==> src/ssw_defs.vh <==
// Constants for the supply supervisor reset and watchdog block
`ifndef SSW_DEFS_VH
`define SSW_DEFS_VH

`define SSW_CLK_HZ          10000000
`define SSW_CYC_PER_MS      (`SSW_CLK_HZ / 1000)
`define SSW_CYC_PER_US      (`SSW_CLK_HZ / 1000000)

`define SSW_RT_PF_PER_MS    83
`define SSW_WT_PF_PER_MS    10
`define SSW_RST_MIN_US      250
`define SSW_RST_MIN_CYC     (`SSW_RST_MIN_US * `SSW_CYC_PER_US)
`define SSW_RST_FIXED_MS    200
`define SSW_WDU_MIN_MS      2
// 1.6 s expressed in ms
`define SSW_WDU_FIXED_MS    1600
`define SSW_INIT_OPEN_SHIFT 3
`define SSW_INIT_VCC_SHIFT  6

`define SSW_PIN_CAP         2'h0
`define SSW_PIN_OPEN        2'h1
`define SSW_PIN_VCC         2'h2
`define SSW_SEL_GND         2'h0
`define SSW_SEL_OPEN        2'h1
`define SSW_SEL_VCC         2'h2

`define SSW_OFS_CTRL        8'h00
`define SSW_OFS_RST_CAP     8'h04
`define SSW_OFS_WD_CAP      8'h08
`define SSW_OFS_STATUS      8'h0C

`define SSW_CTRL_RT_LSB     0
`define SSW_CTRL_WT_LSB     2
`define SSW_CTRL_SEL_LSB    4
`define SSW_CTRL_RST        6'h15
`define SSW_CAP_RST         16'h0000

`define SSW_ST_SYSRST_BIT   0
`define SSW_ST_WDO_BIT      1
`define SSW_ST_INIT_BIT     2
`define SSW_ST_CH_LSB       3

`endif

==> src/ssw_glitch_filter.v <==
// Per-channel integrating filter on comparator results
`timescale 1ns/1ns
`include "ssw_defs.vh"
module ssw_glitch_filter #(
  parameter       N_CH     = 4,
  parameter [7:0] FILT_LEN = 8'h08
) (
  input  wire            ref_clk,
  input  wire            rst,
  input  wire [N_CH-1:0] raw_ok,
  output wire [N_CH-1:0] filt_ok
);
  genvar i;
  generate
    for (i = 0; i < N_CH; i = i + 1) begin : g_ch
      reg [7:0] cnt_r;
      reg       ok_r;
      // Integrate up and down; output flips only at the rails
      always @(posedge ref_clk) begin
        if (rst) begin
          cnt_r <= 8'h00;
          ok_r  <= 1'b0;
        end else begin
          if (raw_ok[i] && (cnt_r != FILT_LEN)) begin
            cnt_r <= cnt_r + 8'h01;
          end else if (!raw_ok[i] && (cnt_r != 8'h00)) begin
            cnt_r <= cnt_r - 8'h01;
          end
          if (cnt_r == FILT_LEN) begin
            ok_r <= 1'b1;
          end else if (cnt_r == 8'h00) begin
            ok_r <= 1'b0;
          end
        end
      end
      assign filt_ok[i] = ok_r;
    end
  endgenerate
endmodule

==> src/ssw_timeout_timer.v <==
// Fractional-step timeout counter
`timescale 1ns/1ns
`include "ssw_defs.vh"
module ssw_timeout_timer #(
  parameter ACC_W = 40
) (
  input  wire             ref_clk,
  input  wire             rst,
  input  wire             clear,
  input  wire             run,
  input  wire [7:0]       step,
  input  wire [ACC_W-1:0] target,
  output wire             done
);
  reg [ACC_W-1:0] acc_r;

  // Step per clock against a target scaled by the same factor avoids a divider
  assign done = run && (acc_r >= target);

  always @(posedge ref_clk) begin
    if (rst || clear) begin
      acc_r <= {ACC_W{1'b0}};
    end else if (run && (acc_r < target)) begin
      acc_r <= acc_r + {{(ACC_W-8){1'b0}}, step};
    end
  end
endmodule

==> src/ssw_supervisor.v <==
// Supply supervisor: reset timing, watchdog and APB configuration
`timescale 1ns/1ns
`include "ssw_defs.vh"
// Behaviour
// - Any low supply drives reset low
// - Recovery starts reset timer unless disabled
// - Supply loss during timeout restarts timer
// - Reset timeout scales 83 pF per ms
// - Open timing pin gives 250 us
// - Timing pin at supply gives 200 ms
// - Integrate comparators, ignore brief glitches
// - Expiry latches fault low, forces reset
// - Kick ignored while reset low
// - Expiry holds reset full reset timeout
// - Reset release restarts watchdog, initial interval
// - First kick after release clears fault
// - Missing kick after release expires again
// - Manual reset acts like supply event
// - Watchdog timeout scales 10 pF per ms
// - Watchdog open 2 ms, supply 1.6 s
// - Select gives 1x, 8x, 64x first timeout
// - After first kick use upper timeout
module ssw_supervisor #(
  parameter             N_CH          = 4,
  parameter [7:0]       FILT_LEN      = 8'h08,
  parameter             ACC_W         = 40,
  parameter [ACC_W-1:0] RST_FIXED_CYC = `SSW_RST_FIXED_MS * `SSW_CYC_PER_MS,
  parameter [ACC_W-1:0] WDU_MIN_CYC   = `SSW_WDU_MIN_MS * `SSW_CYC_PER_MS,
  parameter [ACC_W-1:0] WDU_FIXED_CYC = `SSW_WDU_FIXED_MS * `SSW_CYC_PER_MS
) (
  input  wire            ref_clk,
  input  wire            rst,
  input  wire [N_CH-1:0] supply_ok_in,
  input  wire            manual_reset_in,
  input  wire            reset_timer_disable,
  input  wire            watchdog_kick_in,
  output wire            sys_reset_out_n,
  output wire            watchdog_fault_out_n,
  input  wire            psel,
  input  wire            penable,
  input  wire            pwrite,
  input  wire [7:0]      paddr,
  input  wire [31:0]     pwdata,
  output wire [31:0]     prdata,
  output wire            pready,
  output wire            pslverr
);
  localparam [2:0] ST_HOLD = 3'b001;
  localparam [2:0] ST_TIME = 3'b010;
  localparam [2:0] ST_RUN  = 3'b100;

  localparam [ACC_W-1:0] CYC_MS      = `SSW_CYC_PER_MS;
  localparam [ACC_W-1:0] RST_MIN_CYC = `SSW_RST_MIN_CYC;
  localparam [7:0]       RT_STEP     = `SSW_RT_PF_PER_MS;
  localparam [7:0]       WT_STEP     = `SSW_WT_PF_PER_MS;
  localparam [7:0]       UNIT_STEP   = 8'h01;

  // Register file
  reg  [1:0]       rt_mode_r;
  reg  [1:0]       wt_mode_r;
  reg  [1:0]       init_sel_r;
  reg  [15:0]      rst_cap_r;
  reg  [15:0]      wd_cap_r;
  reg  [31:0]      prdata_r;
  reg              pslverr_r;

  // Core state
  reg  [2:0]       state_r;
  reg  [2:0]       state_nxt;
  reg              sys_rst_n_r;
  reg              wdo_n_r;
  reg              init_phase_r;
  reg              kick_s1_r;
  reg              kick_s2_r;
  reg              kick_s3_r;

  wire [N_CH-1:0]  filt_ok;
  wire             all_ok;
  wire             kick_edge;
  wire             kick_valid;
  wire             rst_done;
  wire             wd_done;
  wire             wd_expire;
  wire             rst_clear;
  wire             rst_run;
  wire             wd_clear;
  wire             wd_run;
  wire             apb_wr;
  wire             apb_setup;

  reg  [7:0]       rst_step;
  reg  [ACC_W-1:0] rst_target;
  reg  [7:0]       wd_step;
  reg  [ACC_W-1:0] wd_upper;
  reg  [ACC_W-1:0] wd_target;
  reg              addr_ok;
  reg  [31:0]      rd_mux;

  ssw_glitch_filter #(
    .N_CH     (N_CH),
    .FILT_LEN (FILT_LEN)
  ) u_filter (
    .ref_clk (ref_clk),
    .rst     (rst),
    .raw_ok  (supply_ok_in),
    .filt_ok (filt_ok)
  );

  // Manual reset is folded into the supply condition
  assign all_ok = (&filt_ok) && !manual_reset_in;

  // Kick synchroniser; first stage feeds only the second
  always @(posedge ref_clk) begin
    if (rst) begin
      kick_s1_r <= 1'b0;
      kick_s2_r <= 1'b0;
      kick_s3_r <= 1'b0;
    end else begin
      kick_s1_r <= watchdog_kick_in;
      kick_s2_r <= kick_s1_r;
      kick_s3_r <= kick_s2_r;
    end
  end

  assign kick_edge  = kick_s2_r ^ kick_s3_r;
  // Only counted while reset is released
  assign kick_valid = kick_edge && (state_r == ST_RUN);

  // Reset timeout selection
  always @* begin
    rst_step   = UNIT_STEP;
    rst_target = RST_MIN_CYC;
    case (rt_mode_r)
      `SSW_PIN_CAP: begin
        rst_step   = RT_STEP;
        rst_target = {{(ACC_W-16){1'b0}}, rst_cap_r} * CYC_MS;
      end
      `SSW_PIN_VCC: begin
        rst_target = RST_FIXED_CYC;
      end
      default: begin
        rst_target = RST_MIN_CYC;
      end
    endcase
  end

  // Watchdog timeout selection
  always @* begin
    wd_step  = UNIT_STEP;
    wd_upper = WDU_MIN_CYC;
    case (wt_mode_r)
      `SSW_PIN_CAP: begin
        wd_step  = WT_STEP;
        wd_upper = {{(ACC_W-16){1'b0}}, wd_cap_r} * CYC_MS;
      end
      `SSW_PIN_VCC: begin
        wd_upper = WDU_FIXED_CYC;
      end
      default: begin
        wd_upper = WDU_MIN_CYC;
      end
    endcase
    wd_target = wd_upper;
    if (init_phase_r) begin
      case (init_sel_r)
        `SSW_SEL_GND: wd_target = wd_upper;
        `SSW_SEL_VCC: wd_target = wd_upper << `SSW_INIT_VCC_SHIFT;
        default:      wd_target = wd_upper << `SSW_INIT_OPEN_SHIFT;
      endcase
    end
  end

  // Timer clears whenever the reset sequence is not counting
  assign rst_run   = (state_r == ST_TIME);
  assign rst_clear = (state_r != ST_TIME) || !all_ok;

  ssw_timeout_timer #(
    .ACC_W (ACC_W)
  ) u_rst_timer (
    .ref_clk (ref_clk),
    .rst     (rst),
    .clear   (rst_clear),
    .run     (rst_run),
    .step    (rst_step),
    .target  (rst_target),
    .done    (rst_done)
  );

  // Held clear through reset, so release starts it from zero
  assign wd_run    = (state_r == ST_RUN);
  assign wd_clear  = !wd_run || kick_valid;
  assign wd_expire = wd_done && !kick_valid;

  ssw_timeout_timer #(
    .ACC_W (ACC_W)
  ) u_wd_timer (
    .ref_clk (ref_clk),
    .rst     (rst),
    .clear   (wd_clear),
    .run     (wd_run),
    .step    (wd_step),
    .target  (wd_target),
    .done    (wd_done)
  );

  // Reset sequencer
  always @* begin
    state_nxt = state_r;
    case (state_r)
      ST_HOLD: begin
        if (all_ok && !reset_timer_disable) begin
          state_nxt = ST_TIME;
        end
      end
      ST_TIME: begin
        // Disable also stops a timeout already running, so reset stays low
        if (!all_ok || reset_timer_disable) begin
          state_nxt = ST_HOLD;
        end else if (rst_done) begin
          state_nxt = ST_RUN;
        end
      end
      ST_RUN: begin
        if (!all_ok) begin
          state_nxt = ST_HOLD;
        end else if (wd_expire) begin
          // Straight into timing so reset stays low a full timeout
          state_nxt = ST_TIME;
        end
      end
      default: begin
        state_nxt = ST_HOLD;
      end
    endcase
  end

  always @(posedge ref_clk) begin
    if (rst) begin
      state_r      <= ST_HOLD;
      sys_rst_n_r  <= 1'b0;
      wdo_n_r      <= 1'b1;
      init_phase_r <= 1'b1;
    end else begin
      state_r     <= state_nxt;
      sys_rst_n_r <= (state_nxt == ST_RUN);
      // A kick landing in the same cycle as expiry wins and blocks it
      if (wd_expire && (state_r == ST_RUN)) begin
        wdo_n_r <= 1'b0;
      end else if (kick_valid) begin
        wdo_n_r <= 1'b1;
      end
      if (state_r != ST_RUN) begin
        init_phase_r <= 1'b1;
      end else if (kick_valid) begin
        init_phase_r <= 1'b0;
      end
    end
  end

  assign sys_reset_out_n      = sys_rst_n_r;
  assign watchdog_fault_out_n = wdo_n_r;

  // APB slave, zero wait states
  assign apb_setup = psel && !penable;
  assign apb_wr    = psel && penable && pwrite && addr_ok;

  always @* begin
    addr_ok = 1'b1;
    rd_mux  = 32'h0000_0000;
    case (paddr)
      `SSW_OFS_CTRL: begin
        rd_mux[`SSW_CTRL_RT_LSB+1:`SSW_CTRL_RT_LSB]   = rt_mode_r;
        rd_mux[`SSW_CTRL_WT_LSB+1:`SSW_CTRL_WT_LSB]   = wt_mode_r;
        rd_mux[`SSW_CTRL_SEL_LSB+1:`SSW_CTRL_SEL_LSB] = init_sel_r;
      end
      `SSW_OFS_RST_CAP: rd_mux[15:0] = rst_cap_r;
      `SSW_OFS_WD_CAP:  rd_mux[15:0] = wd_cap_r;
      `SSW_OFS_STATUS: begin
        rd_mux[`SSW_ST_SYSRST_BIT]                = sys_rst_n_r;
        rd_mux[`SSW_ST_WDO_BIT]                   = wdo_n_r;
        rd_mux[`SSW_ST_INIT_BIT]                  = init_phase_r;
        rd_mux[`SSW_ST_CH_LSB+N_CH-1:`SSW_ST_CH_LSB] = filt_ok;
      end
      default: addr_ok = 1'b0;
    endcase
  end

  always @(posedge ref_clk) begin
    if (rst) begin
      rt_mode_r  <= 2'h1;
      wt_mode_r  <= 2'h1;
      init_sel_r <= 2'h1;
      rst_cap_r  <= `SSW_CAP_RST;
      wd_cap_r   <= `SSW_CAP_RST;
      prdata_r   <= 32'h0000_0000;
      pslverr_r  <= 1'b0;
    end else begin
      // Sample read data and error in setup so they stand in access
      if (apb_setup) begin
        prdata_r  <= pwrite ? 32'h0000_0000 : rd_mux;
        pslverr_r <= !addr_ok || (pwrite && (paddr == `SSW_OFS_STATUS));
      end
      if (apb_wr) begin
        case (paddr)
          `SSW_OFS_CTRL: begin
            rt_mode_r  <= pwdata[`SSW_CTRL_RT_LSB+1:`SSW_CTRL_RT_LSB];
            wt_mode_r  <= pwdata[`SSW_CTRL_WT_LSB+1:`SSW_CTRL_WT_LSB];
            init_sel_r <= pwdata[`SSW_CTRL_SEL_LSB+1:`SSW_CTRL_SEL_LSB];
          end
          `SSW_OFS_RST_CAP: rst_cap_r <= pwdata[15:0];
          `SSW_OFS_WD_CAP:  wd_cap_r  <= pwdata[15:0];
          default: begin
          end
        endcase
      end
    end
  end

  assign prdata  = prdata_r;
  assign pready  = 1'b1;
  assign pslverr = pslverr_r;
endmodule

==> config.mk <==
export PLATFORM = sky130hd
export DESIGN_NAME = ssw_supervisor
export DESIGN_NICKNAME = d
export VERILOG_FILES = /design/src/ssw_glitch_filter.v /design/src/ssw_timeout_timer.v /design/src/ssw_supervisor.v
export VERILOG_INCLUDE_DIRS = /design/src
export SDC_FILE = /design/constraint.sdc
export NUM_CORES = 1
export LEC_CHECK = 0
export BUFFER_PORTS_ARGS = -buffer_cell sky130_fd_sc_hd__clkbuf_2
export CAP_MARGIN = 30
export CORE_MARGIN = 2
export CORE_UTILIZATION = 50
export CTS_CLUSTER_DIAMETER = 100
export DETAILED_ROUTE_END_ITERATION = 16
export PLACE_DENSITY_LB_ADDON = 0.2
export RECOVER_POWER = 50
export SLEW_MARGIN = 0
export SYNTH_ARGS = -nofsm -noshare
export SYNTH_HDL_FRONTEND = slang
export SYNTH_SLANG_ARGS = --single-unit
==> constraint.sdc <==
create_clock -name ref_clk -period 19.8 [get_ports ref_clk]
set_clock_uncertainty 0.05 [all_clocks]
set_input_delay 0.99 -clock ref_clk [delete_from_list [all_inputs] [get_ports ref_clk]]
set_output_delay 0.99 -clock ref_clk [all_outputs]
set_load 0.01 [all_outputs]
==> impl_metrics.json, run 1 <==
{
  "antenna_found_initial": 0,
  "synth_cell_type_count": 73,
  "setup_ws_ps": 11510,
  "cts_buffers": 17,
  "yosys.area.top_type": "dfxtp_1",
  "syn_area_per_cell_um2": 8.27,
  "hp-class": "flip-flop to flip-flop",
  "placement.io_buffers": 54,
  "period_minus_slack_ps": 8290,
  "grt_pass1_vias": 12900,
  "clockRootBuffer": "clkbuf_16",
  "synth_flop_cell": "dfxtp_1",
  "cts_tree": "built",
  "cpMaxStageDelayCell": "fa_1",
  "violations": "max-capacitance violations, max-slew violations",
  "rsz0062_at_grt": "no",
  "synth_area_mm2": 0.0159,
  "via_per_inst": 5.72,
  "worstSetupEndpointType": "flip-flop",
  "clock_sinks": 180,
  "power_density_mw_per_mm2": 57.2,
  "area_growth_pct": 7.12,
  "drt_iter0_drc": 968,
  "hold_viol_final": 0,
  "grtUsageTotal": 0.234,
  "initial_utilization": 0.506,
  "finalSetupTns_ps": 0,
  "arrival_ps": 8610,
  "slew_headroom": -0.887,
  "async_flop_share": 0,
  "p_leak_nw": 7.77,
  "dr.pass1.iters": 5,
  "finalMaxSlewViolations": 64,
  "rows": 65,
  "clk_pin_slew_ps": 80,
  "wl_per_cell_um": 16.1,
  "die_y_um": 182,
  "postCtsSetupBuffers": 0,
  "synth_area_leaders": "dfxtp_1 23%, ha_1 18%, fa_1 9.6%, inv_1 5.8%, a21oi_1 5.8%",
  "max_freq_mhz": 121,
  "ys_ff_latch": 180,
  "via_count": 13500,
  "yosys_warnings": 0,
  "dp_slack_ps": 11490,
  "worstPathRequired_ps": 20120,
  "die_w_um": 182,
  "cts.path.max_buffers": 2,
  "overflow": 0,
  "cts_resized": 0,
  "worstMarginPinSlew_ps": 2830,
  "grt_max_degree": 64,
  "synthCells": 1924,
  "synth_most_common_cell": "inv_1",
  "synth-edff-count": 0,
  "startpoint_type": "flip-flop",
  "io_pins": 88,
  "dieArea_mm2": 0.0333,
  "gp_congestion": 0.850,
  "clk-insertion-delay-late_ps": 440,
  "post-dp-hpwl_um": 30300,
  "finalNetCount": 2303,
  "worst-path-max-fanout": 18,
  "setup_viol": 0,
  "slowest_delay_ps": 520,
  "drive_above_1_share": 0.0531,
  "peakVddDrop_mv": 0.0561,
  "grt_pass1_wl_um": 63800,
  "drc": 0,
  "antenna_left": 0,
  "fin_crit_sh": 0.419,
  "insertedDiodeCount": 0,
  "coreArea_mm2": 0.0315,
  "synth_top_area_share": 0.226,
  "seq_area_frac_synth": 0.226,
  "ctsHoldBuffers": 0,
  "wirelength_um": 38100,
  "netlist_top_cells_count": "248 x inv_1, 229 x ha_1, 185 x a21oi_1",
  "status": "complete, but fails checks",
  "h-tree-depth": 4,
  "worst-setup-path-type": "flip-flop to flip-flop",
  "drv_cap": 1
}
-- registers in the layout, summed over array words and instances, names as in the netlist, 2 cells and up --
signal               count
u_rst_timer.acc_r       40
u_wd_timer.acc_r        40
u_filter.g_ch.cnt_r     32
prdata                  16
rst_cap_r               16
wd_cap_r                16
u_filter.g_ch.ok_r       4
state_r                  3
init_sel_r               2
rt_mode_r                2
wt_mode_r                2
-- final timing paths --
path                                          startpoint                                end  slack (ps)  cells after the start
worst max-delay path            wd_cap_r[8]$_SDFFE_PP0P_  u_wd_timer.acc_r[20]$_SDFFE_PP0P_       11510                     27
worst max register to register  wd_cap_r[8]$_SDFFE_PP0P_  u_wd_timer.acc_r[20]$_SDFFE_PP0P_       11510                     27
worst min register to register      kick_s1_r$_SDFF_PP0_               kick_s2_r$_SDFF_PP0_         400                      1
worst min-delay path                kick_s1_r$_SDFF_PP0_               kick_s2_r$_SDFF_PP0_         400                      1
-- metal layers --
| layer | track usage | vias to the layer above | wire, um |
|---|---|---|---|
| li1 | - | 6803 | - |
| met1 | 0.308 | 6452 | 17700 |
| met2 | 0.410 | 203 | 18800 |
| met3 | 0.0247 | 40 | 1100 |
| met4 | 0.0626 | 0 | 565 |
| met5 | 0 | - | 0 |
-- cell families after synthesis --
group / synth area share
xor gates and xnor gates: 0.0369
buffers and inverters: 0.0824
adders and majority gates: 0.276
other: 0.000472
AOI/OAI and AO/OA: 0.198
DFF: 0.226
muxes: 0.0154
and+or+nand+nor: 0.165
-- worst max-delay path, delay by kind of cell (launching register included) --
family,cells,cell delay (ps)
AOI/OAI and AO/OA,8,2140
xor gates and xnor gates,1,360
adders and majority gates,7,2760
buffers and inverters,5,750
DFF,1,480
and+or+nand+nor,6,1670
-- power breakdown --
part | switching [W] | internal (W) | total (W)
clock | 0.000175 | 0.000170 | 0.000345
combinational | 0.000116 | 0.0000989 | 0.000215
sequential | 0.0000250 | 0.000391 | 0.000416
total | 0.000316 | 0.000660 | 0.000976
-- layout make-up --
cell class,instances,area [um2]
Sequential cell,180,3600
Inverter,251,942
Timing Repair Buffer,67,360
Fill cell,2956,14400
Clock inverter,14,159
Multi-Input combinational cell,1429,11100
Tap cell,402,503
Clock buffer,18,429
-- metrics by stage --
step | util | hold WS (ps) | power, W | instance area, um2 | std cells
finish | 0.542 | 400 | 0.000976 | 17100 | 2361
global route | 0.542 | 428 | 0.00104 | 17100 | 2361
detailed placement | 0.524 | 388 | 0.000638 | 16500 | 2329
CTS | 0.543 | 403 | 0.000983 | 17100 | 2361
floorplan | - | 364 | 0.000596 | 16000 | 1939
global placement | 0.523 | 380 | 0.000629 | 16400 | 2325
-- placed cells by master, fill, tap and decap left out, types with 23 or more instances in the layout --
cell,synthesis,routed
clkbuf_1,56,23
ha_1,229,229
nand3_1,42,42
clkbuf_2,0,34
dfxtp_1,180,180
fa_1,76,76
nor2_1,109,109
xnor2_1,47,47
or4_1,35,35
o31ai_1,30,30
a21o_1,57,57
or3_1,33,33
o21ai_0,71,73
inv_1,248,248
nand2_1,166,166
a21oi_1,185,185
nand4_1,28,28
(Power assumes the default switching activity.)
==> run 2: changes to the inputs <==
==> constraint.sdc (replaced) <==
create_clock -name ref_clk -period 7.8 [get_ports ref_clk]
set_clock_uncertainty 0.05 [all_clocks]
set_input_delay 0.39 -clock ref_clk [delete_from_list [all_inputs] [get_ports ref_clk]]
set_output_delay 0.39 -clock ref_clk [all_outputs]
set_load 0.01 [all_outputs]
==> run 2 against run 1 <==
  * The run now ends clean
  * Via count increased by 0.14%
  * Sequential share of layout area decreased by 0.13 points
  * Die area unchanged
  * Worst hold slack worse by 310 ps
==> impl_metrics.json, run 2 (same netlist as run 1, synthesis figures left out) <==
{
  "status": "completed",
  "reg.largest.list": "u_rst_timer.acc_r (40), u_wd_timer.acc_r (40), u_filter.g_ch.cnt_r (32)",
  "grt_pass1_vias": 13200,
  "peakVddDrop_mv": 0.174,
  "rows": 65,
  "placed_cell_area_mm2": 0.0166,
  "initial_utilization": 0.506,
  "drt_iter0_drc": 869,
  "placed_cells": 2345,
  "clk_pin_slew_ps": 70,
  "slowest_delay_ps": 580,
  "holdPathEnd": "kick_s1_r$_SDFF_PP0_",
  "coreArea_mm2": 0.0315,
  "clock_sinks": 180,
  "r2r_setup_slack_ps": 410,
  "drv_cap": 0,
  "hold_viol_final": 0,
  "fin_crit_sh": 0.947,
  "grtUsageTotal": 0.237,
  "worst-path-max-fanout": 18,
  "final_cells": 2379,
  "max_freq_mhz": 135,
  "wl_met2_um": 19300,
  "dieArea_mm2": 0.0333,
  "worstSetupEndpointType": "flip-flop",
  "cpMaxStageDelayCell": "fa_1",
  "cts_tree": "built",
  "wirelength_um": 38800,
  "worstPathRequired_ps": 8140,
  "highest_layer": "met4",
  "mostFrequentLayoutCells": "248 x inv_1, 229 x ha_1, 185 x a21oi_1",
  "io_pins": 88,
  "whs_path_depth": 2,
  "hold_ws_ps": 89.8,
  "area_growth_pct": 8.00,
  "via_per_inst": 5.68,
  "p_leak_nw": 7.85,
  "rr_endpoint": "u_wd_timer.acc_r[20]$_SDFFE_PP0P_",
  "finalMaxSlewViolations": 0,
  "worst-setup-path-type": "flip-flop to flip-flop",
  "wl_met3_um": 1250,
  "wl_per_cell_um": 16.3,
  "layout_commonest_cell": "inv_1",
  "dr.pass1.iters": 5,
  "placement.io_buffers": 54,
  "clockRootBuffer": "clkbuf_16",
  "period_minus_slack_ps": 7390,
  "final_cell_area_mm2": 0.0172,
  "slew_headroom": 0.132,
  "cts.path.max_buffers": 2,
  "holdCritStartpoint": "watchdog_kick_in",
  "cts_buffers": 17,
  "fin_util": 0.546,
  "post-dp-hpwl_um": 31000,
  "die_y_um": 182,
  "grt_max_degree": 66,
  "antenna_left": 0,
  "drive_above_1_share": 0.0628,
  "drc": 0,
  "via_count": 13500,
  "die_w_um": 182,
  "overflow": 0,
  "antenna_found_initial": 1,
  "power_density_mw_per_mm2": 145,
  "fill_cells": 2975,
  "wl_met1_um": 17300,
  "worstMarginPinSlew_ps": 1300,
  "reg2reg_from": "wd_cap_r[6]$_SDFFE_PP0P_",
  "clk-insertion-delay-late_ps": 460,
  "arrival_ps": 7730,
  "finalNetCount": 2320,
  "gp_congestion": 0.850,
  "reg2reg_depth": 29,
  "setup_viol": 0,
  "grt_pass1_wl_um": 64600,
  "startpoint_type": "flip-flop",
  "h-tree-depth": 4,
  "hp-class": "input pin to flip-flop"
}
run 2: cell count changes in the layout (fill, tap and decap cells not counted), sizes merged:
cell	delta
clkinv	-2
diode	+1
clkinvlp	+2
inv	-5
clkbuf	+5
bufinv	+2
buf	+15
run 2: how the worst max path moves through the flow:
| stage | startpoint | to | depth (start not counted) |
|---|---|---|---|
| finish | wd_cap_r[6]$_SDFFE_PP0P_ | u_wd_timer.acc_r[20]$_SDFFE_PP0P_ | 29 |
| global route | wd_cap_r[6]$_SDFFE_PP0P_ | u_wd_timer.acc_r[22]$_SDFFE_PP0P_ | 29 |
| CTS | wd_cap_r[6]$_SDFFE_PP0P_ | u_wd_timer.acc_r[22]$_SDFFE_PP0P_ | 28 |
| detailed placement | wd_cap_r[6]$_SDFFE_PP0P_ | u_wd_timer.acc_r[22]$_SDFFE_PP0P_ | 28 |
| global placement | wd_cap_r[6]$_SDFFE_PP0P_ | u_wd_timer.acc_r[22]$_SDFFE_PP0P_ | 28 |
| floorplan | rst_cap_r[6]$_SDFFE_PP0P_ | u_rst_timer.acc_r[27]$_SDFFE_PP0P_ | 28 |
run 2: per-layer routing:
metal,global-route usage,vias to the layer above
met2,0.422,267
li1,-,6825
met3,0.0265,47
met4,0.0758,0
met5,0,-
met1,0.301,6378
run 2: area by class of cell:
cell class | count | area [um2] | share of cell area
diodes | 1 | 2.50 | 0.000146
clock buffers | 21 | 470 | 0.0274
clock inverters | 11 | 124 | 0.00720
inverters | 251 | 942 | 0.0548
multi-input cells | 1429 | 11100 | 0.643
flip-flops and latches | 180 | 3610 | 0.210
well taps | 402 | 503 | 0.0293
repair buffers | 84 | 479 | 0.0279
run 2: metrics by stage:
| stage | total power [W] | setup slack, ps | TNS (ps) |
|---|---|---|---|
| after global routing | 0.00263 | -12.6 | -25.9 |
| after global placement | 0.00160 | 440 | 0 |
| after floorplan | 0.00151 | 741 | 0 |
| after detailed placement | 0.00162 | 341 | 0 |
| after CTS | 0.00251 | 273 | 0 |
| final | 0.00249 | 412 | 0 |
run 2: critical path, delay by kind of cell, from the launching register on:
family          cells  cell delay (ps)
simple gates        3              700
fa+ha+maj           7             2780
compound gates     12             2640
buf+inv             6              640
xor+xnor            1              170
flops               1              330
run 2: power breakdown:
part           switching [W]  total (W)  internal [W]
Sequential         0.0000621    0.00106      0.000994
Combinational       0.000294   0.000544      0.000250
Clock               0.000393   0.000891      0.000498
Total               0.000750    0.00249       0.00174
run 2: repair_timing:
action | 4_1_cts | 5_1_grt
buffers inserted | 0 | 1
gates resized for setup | 0 | 7
endpoints found under the hold margin | 0 | 0
hold buffers | 0 | 0
endpoints found under the setup margin | 0 | 41
==> run 3: changes to the inputs <==
--- a/config.mk
+++ b/config.mk
@@ -8,6 +8,7 @@
 export LEC_CHECK = 0
 export BUFFER_PORTS_ARGS = -buffer_cell sky130_fd_sc_hd__clkbuf_2
 export CAP_MARGIN = 30
+export CORE_ASPECT_RATIO = 0.5
 export CORE_MARGIN = 2
 export CORE_UTILIZATION = 50
 export CTS_CLUSTER_DIAMETER = 100
==> run 3 against run 2 <==
  * The run now ends with max-capacitance violations, max-slew violations left
  * Global-route usage fell by 0.54 points
  * Clock power increased by 4.7%
  * Via count down 0.76%
  * Critical endpoint is now u_rst_timer.acc_r[30]$_SDFFE_PP0P_
==> impl_metrics.json, run 3 (same netlist as run 1, synthesis figures left out) <==
{
  "setup_viol": 0,
  "violations": "max-capacitance violations, max-slew violations",
  "crit_family": "adder cells",
  "gp_congestion": 0.864,
  "startpoint_type": "flip-flop",
  "die_w_um": 256,
  "dieArea_mm2": 0.0334,
  "power_density_mw_per_mm2": 146,
  "drc": 0,
  "cts_buffers": 17,
  "fin_util": 0.549,
  "overflow": 0,
  "via_per_inst": 5.57,
  "hold_viol_final": 0,
  "antenna_left": 0,
  "grt_pass1_wl_um": 62900,
  "arrival_ps": 7600,
  "gr-max-usage-layer": "met2",
  "use_met2": 0.392,
  "die_y_um": 130,
  "worstMarginPinSlew_ps": 2590,
  "rows": 46,
  "reg.largest.list": "u_rst_timer.acc_r (40), u_wd_timer.acc_r (40), u_filter.g_ch.cnt_r (32)",
  "layout_commonest_cell": "inv_1",
  "h-tree-depth": 4,
  "worstSetupEndpointType": "flip-flop",
  "rsz0062_at_grt": "no",
  "use_met1": 0.307,
  "cpMaxStageDelayCell": "or4_1",
  "finalSetupTns_ps": 0,
  "insertedDiodeCount": 0,
  "grtUsageMet3": 0.0396,
  "hp-class": "input pin to flip-flop",
  "slowest_delay_ps": 590,
  "slew_headroom": -0.724,
  "wl_per_cell_um": 15.5,
  "fin_crit_sh": 0.934,
  "clockRootBuffer": "clkbuf_16",
  "antenna_found_initial": 0,
  "critPathBufInv": 6,
  "coreArea_mm2": 0.0315,
  "p_leak_nw": 7.88,
  "clk-insertion-delay-late_ps": 470,
  "drive_above_1_share": 0.0628,
  "wirelength_um": 37400,
  "cts_tree": "built",
  "drv_cap": 1,
  "setup_ws_ps": 517,
  "drt_iter0_drc": 943,
  "clk_pin_slew_ps": 80,
  "worst-path-max-fanout": 22,
  "period_minus_slack_ps": 7280,
  "area_growth_pct": 8.56,
  "dr.pass1.iters": 5,
  "worst-setup-path-type": "flip-flop to flip-flop",
  "initial_utilization": 0.506,
  "finalNetCount": 2320,
  "fill_cells": 2930,
  "placement.io_buffers": 54,
  "ctsHoldBuffers": 0,
  "clock_sinks": 180,
  "grt_max_degree": 55,
  "mostFrequentLayoutCells": "248 x inv_1, 229 x ha_1, 185 x a21oi_1",
  "io_pins": 88,
  "post-dp-hpwl_um": 29400,
  "finalMaxSlewViolations": 55,
  "grt_pass1_vias": 12800,
  "via_count": 13400,
  "worstPathRequired_ps": 8110,
  "peakVddDrop_mv": 0.131,
  "cts.path.max_buffers": 2,
  "grtUsageTotal": 0.232,
  "status": "complete, but fails checks",
  "dp_slack_ps": 392,
  "max_freq_mhz": 137
}
## run 3: cell types whose count changed in the layout (fill, tap and decap cells not counted), moves of 2 or more
cell        change
clkinv_8        +5
buf_4           -3
clkbuf_8        -3
clkinv_2        -3
clkinvlp_4      -3
inv_12          +2
inv_6           +2
## run 3: power by group
part           internal [W]  total, W  leakage, nW  switching (W)
Sequential         0.000993   0.00106         1.46      0.0000638
Combinational      0.000250  0.000541         6.12       0.000292
Clock              0.000469  0.000933        0.305       0.000464
## run 3: final cells by class
class	instances	area, um2	area share
Multi-Input combinational cell	1429	11100	0.640
Inverter	251	942	0.0545
Clock inverter	15	208	0.0120
Timing Repair Buffer	84	492	0.0285
Clock buffer	17	425	0.0246
Sequential cell	180	3610	0.209
Tap cell	432	541	0.0313
## run 3: repair_timing
item                                    in CTS  in global routing
endpoints found under the setup margin       0                 53
setup buffers                                0                  1
gates resized for setup                      0                  8
## run 3: through the flow
step / cell area [um2] / total power (W) / std cells / hold slack [ps]
CTS: 17300 / 0.00255 / 2407 / 80.8
floorplan: 16000 / 0.00151 / 1939 / 364
finish: 17300 / 0.00253 / 2408 / 90.2
detailed placement: 16700 / 0.00162 / 2375 / 385
global placement: 16600 / 0.00160 / 2371 / 366
global route: 17300 / 0.00269 / 2408 / 98.9
## run 3: worst paths after layout
check | from | endpoint | slack, ps | depth (start not counted)
max reg2reg | rst_cap_r[5]$_SDFFE_PP0P_ | u_rst_timer.acc_r[30]$_SDFFE_PP0P_ | 520 | 27
max | rst_cap_r[5]$_SDFFE_PP0P_ | u_rst_timer.acc_r[30]$_SDFFE_PP0P_ | 520 | 27
min reg2reg | kick_s1_r$_SDFF_PP0_ | kick_s2_r$_SDFF_PP0_ | 390 | 1
min | watchdog_kick_in | kick_s1_r$_SDFF_PP0_ | 90 | 2
## run 3: layer usage
metal,up-vias,part of all wire
met1,6256,0.48
li1,6826,-
met2,283,0.45
met4,0,0.022
met3,49,0.041
met5,-,0
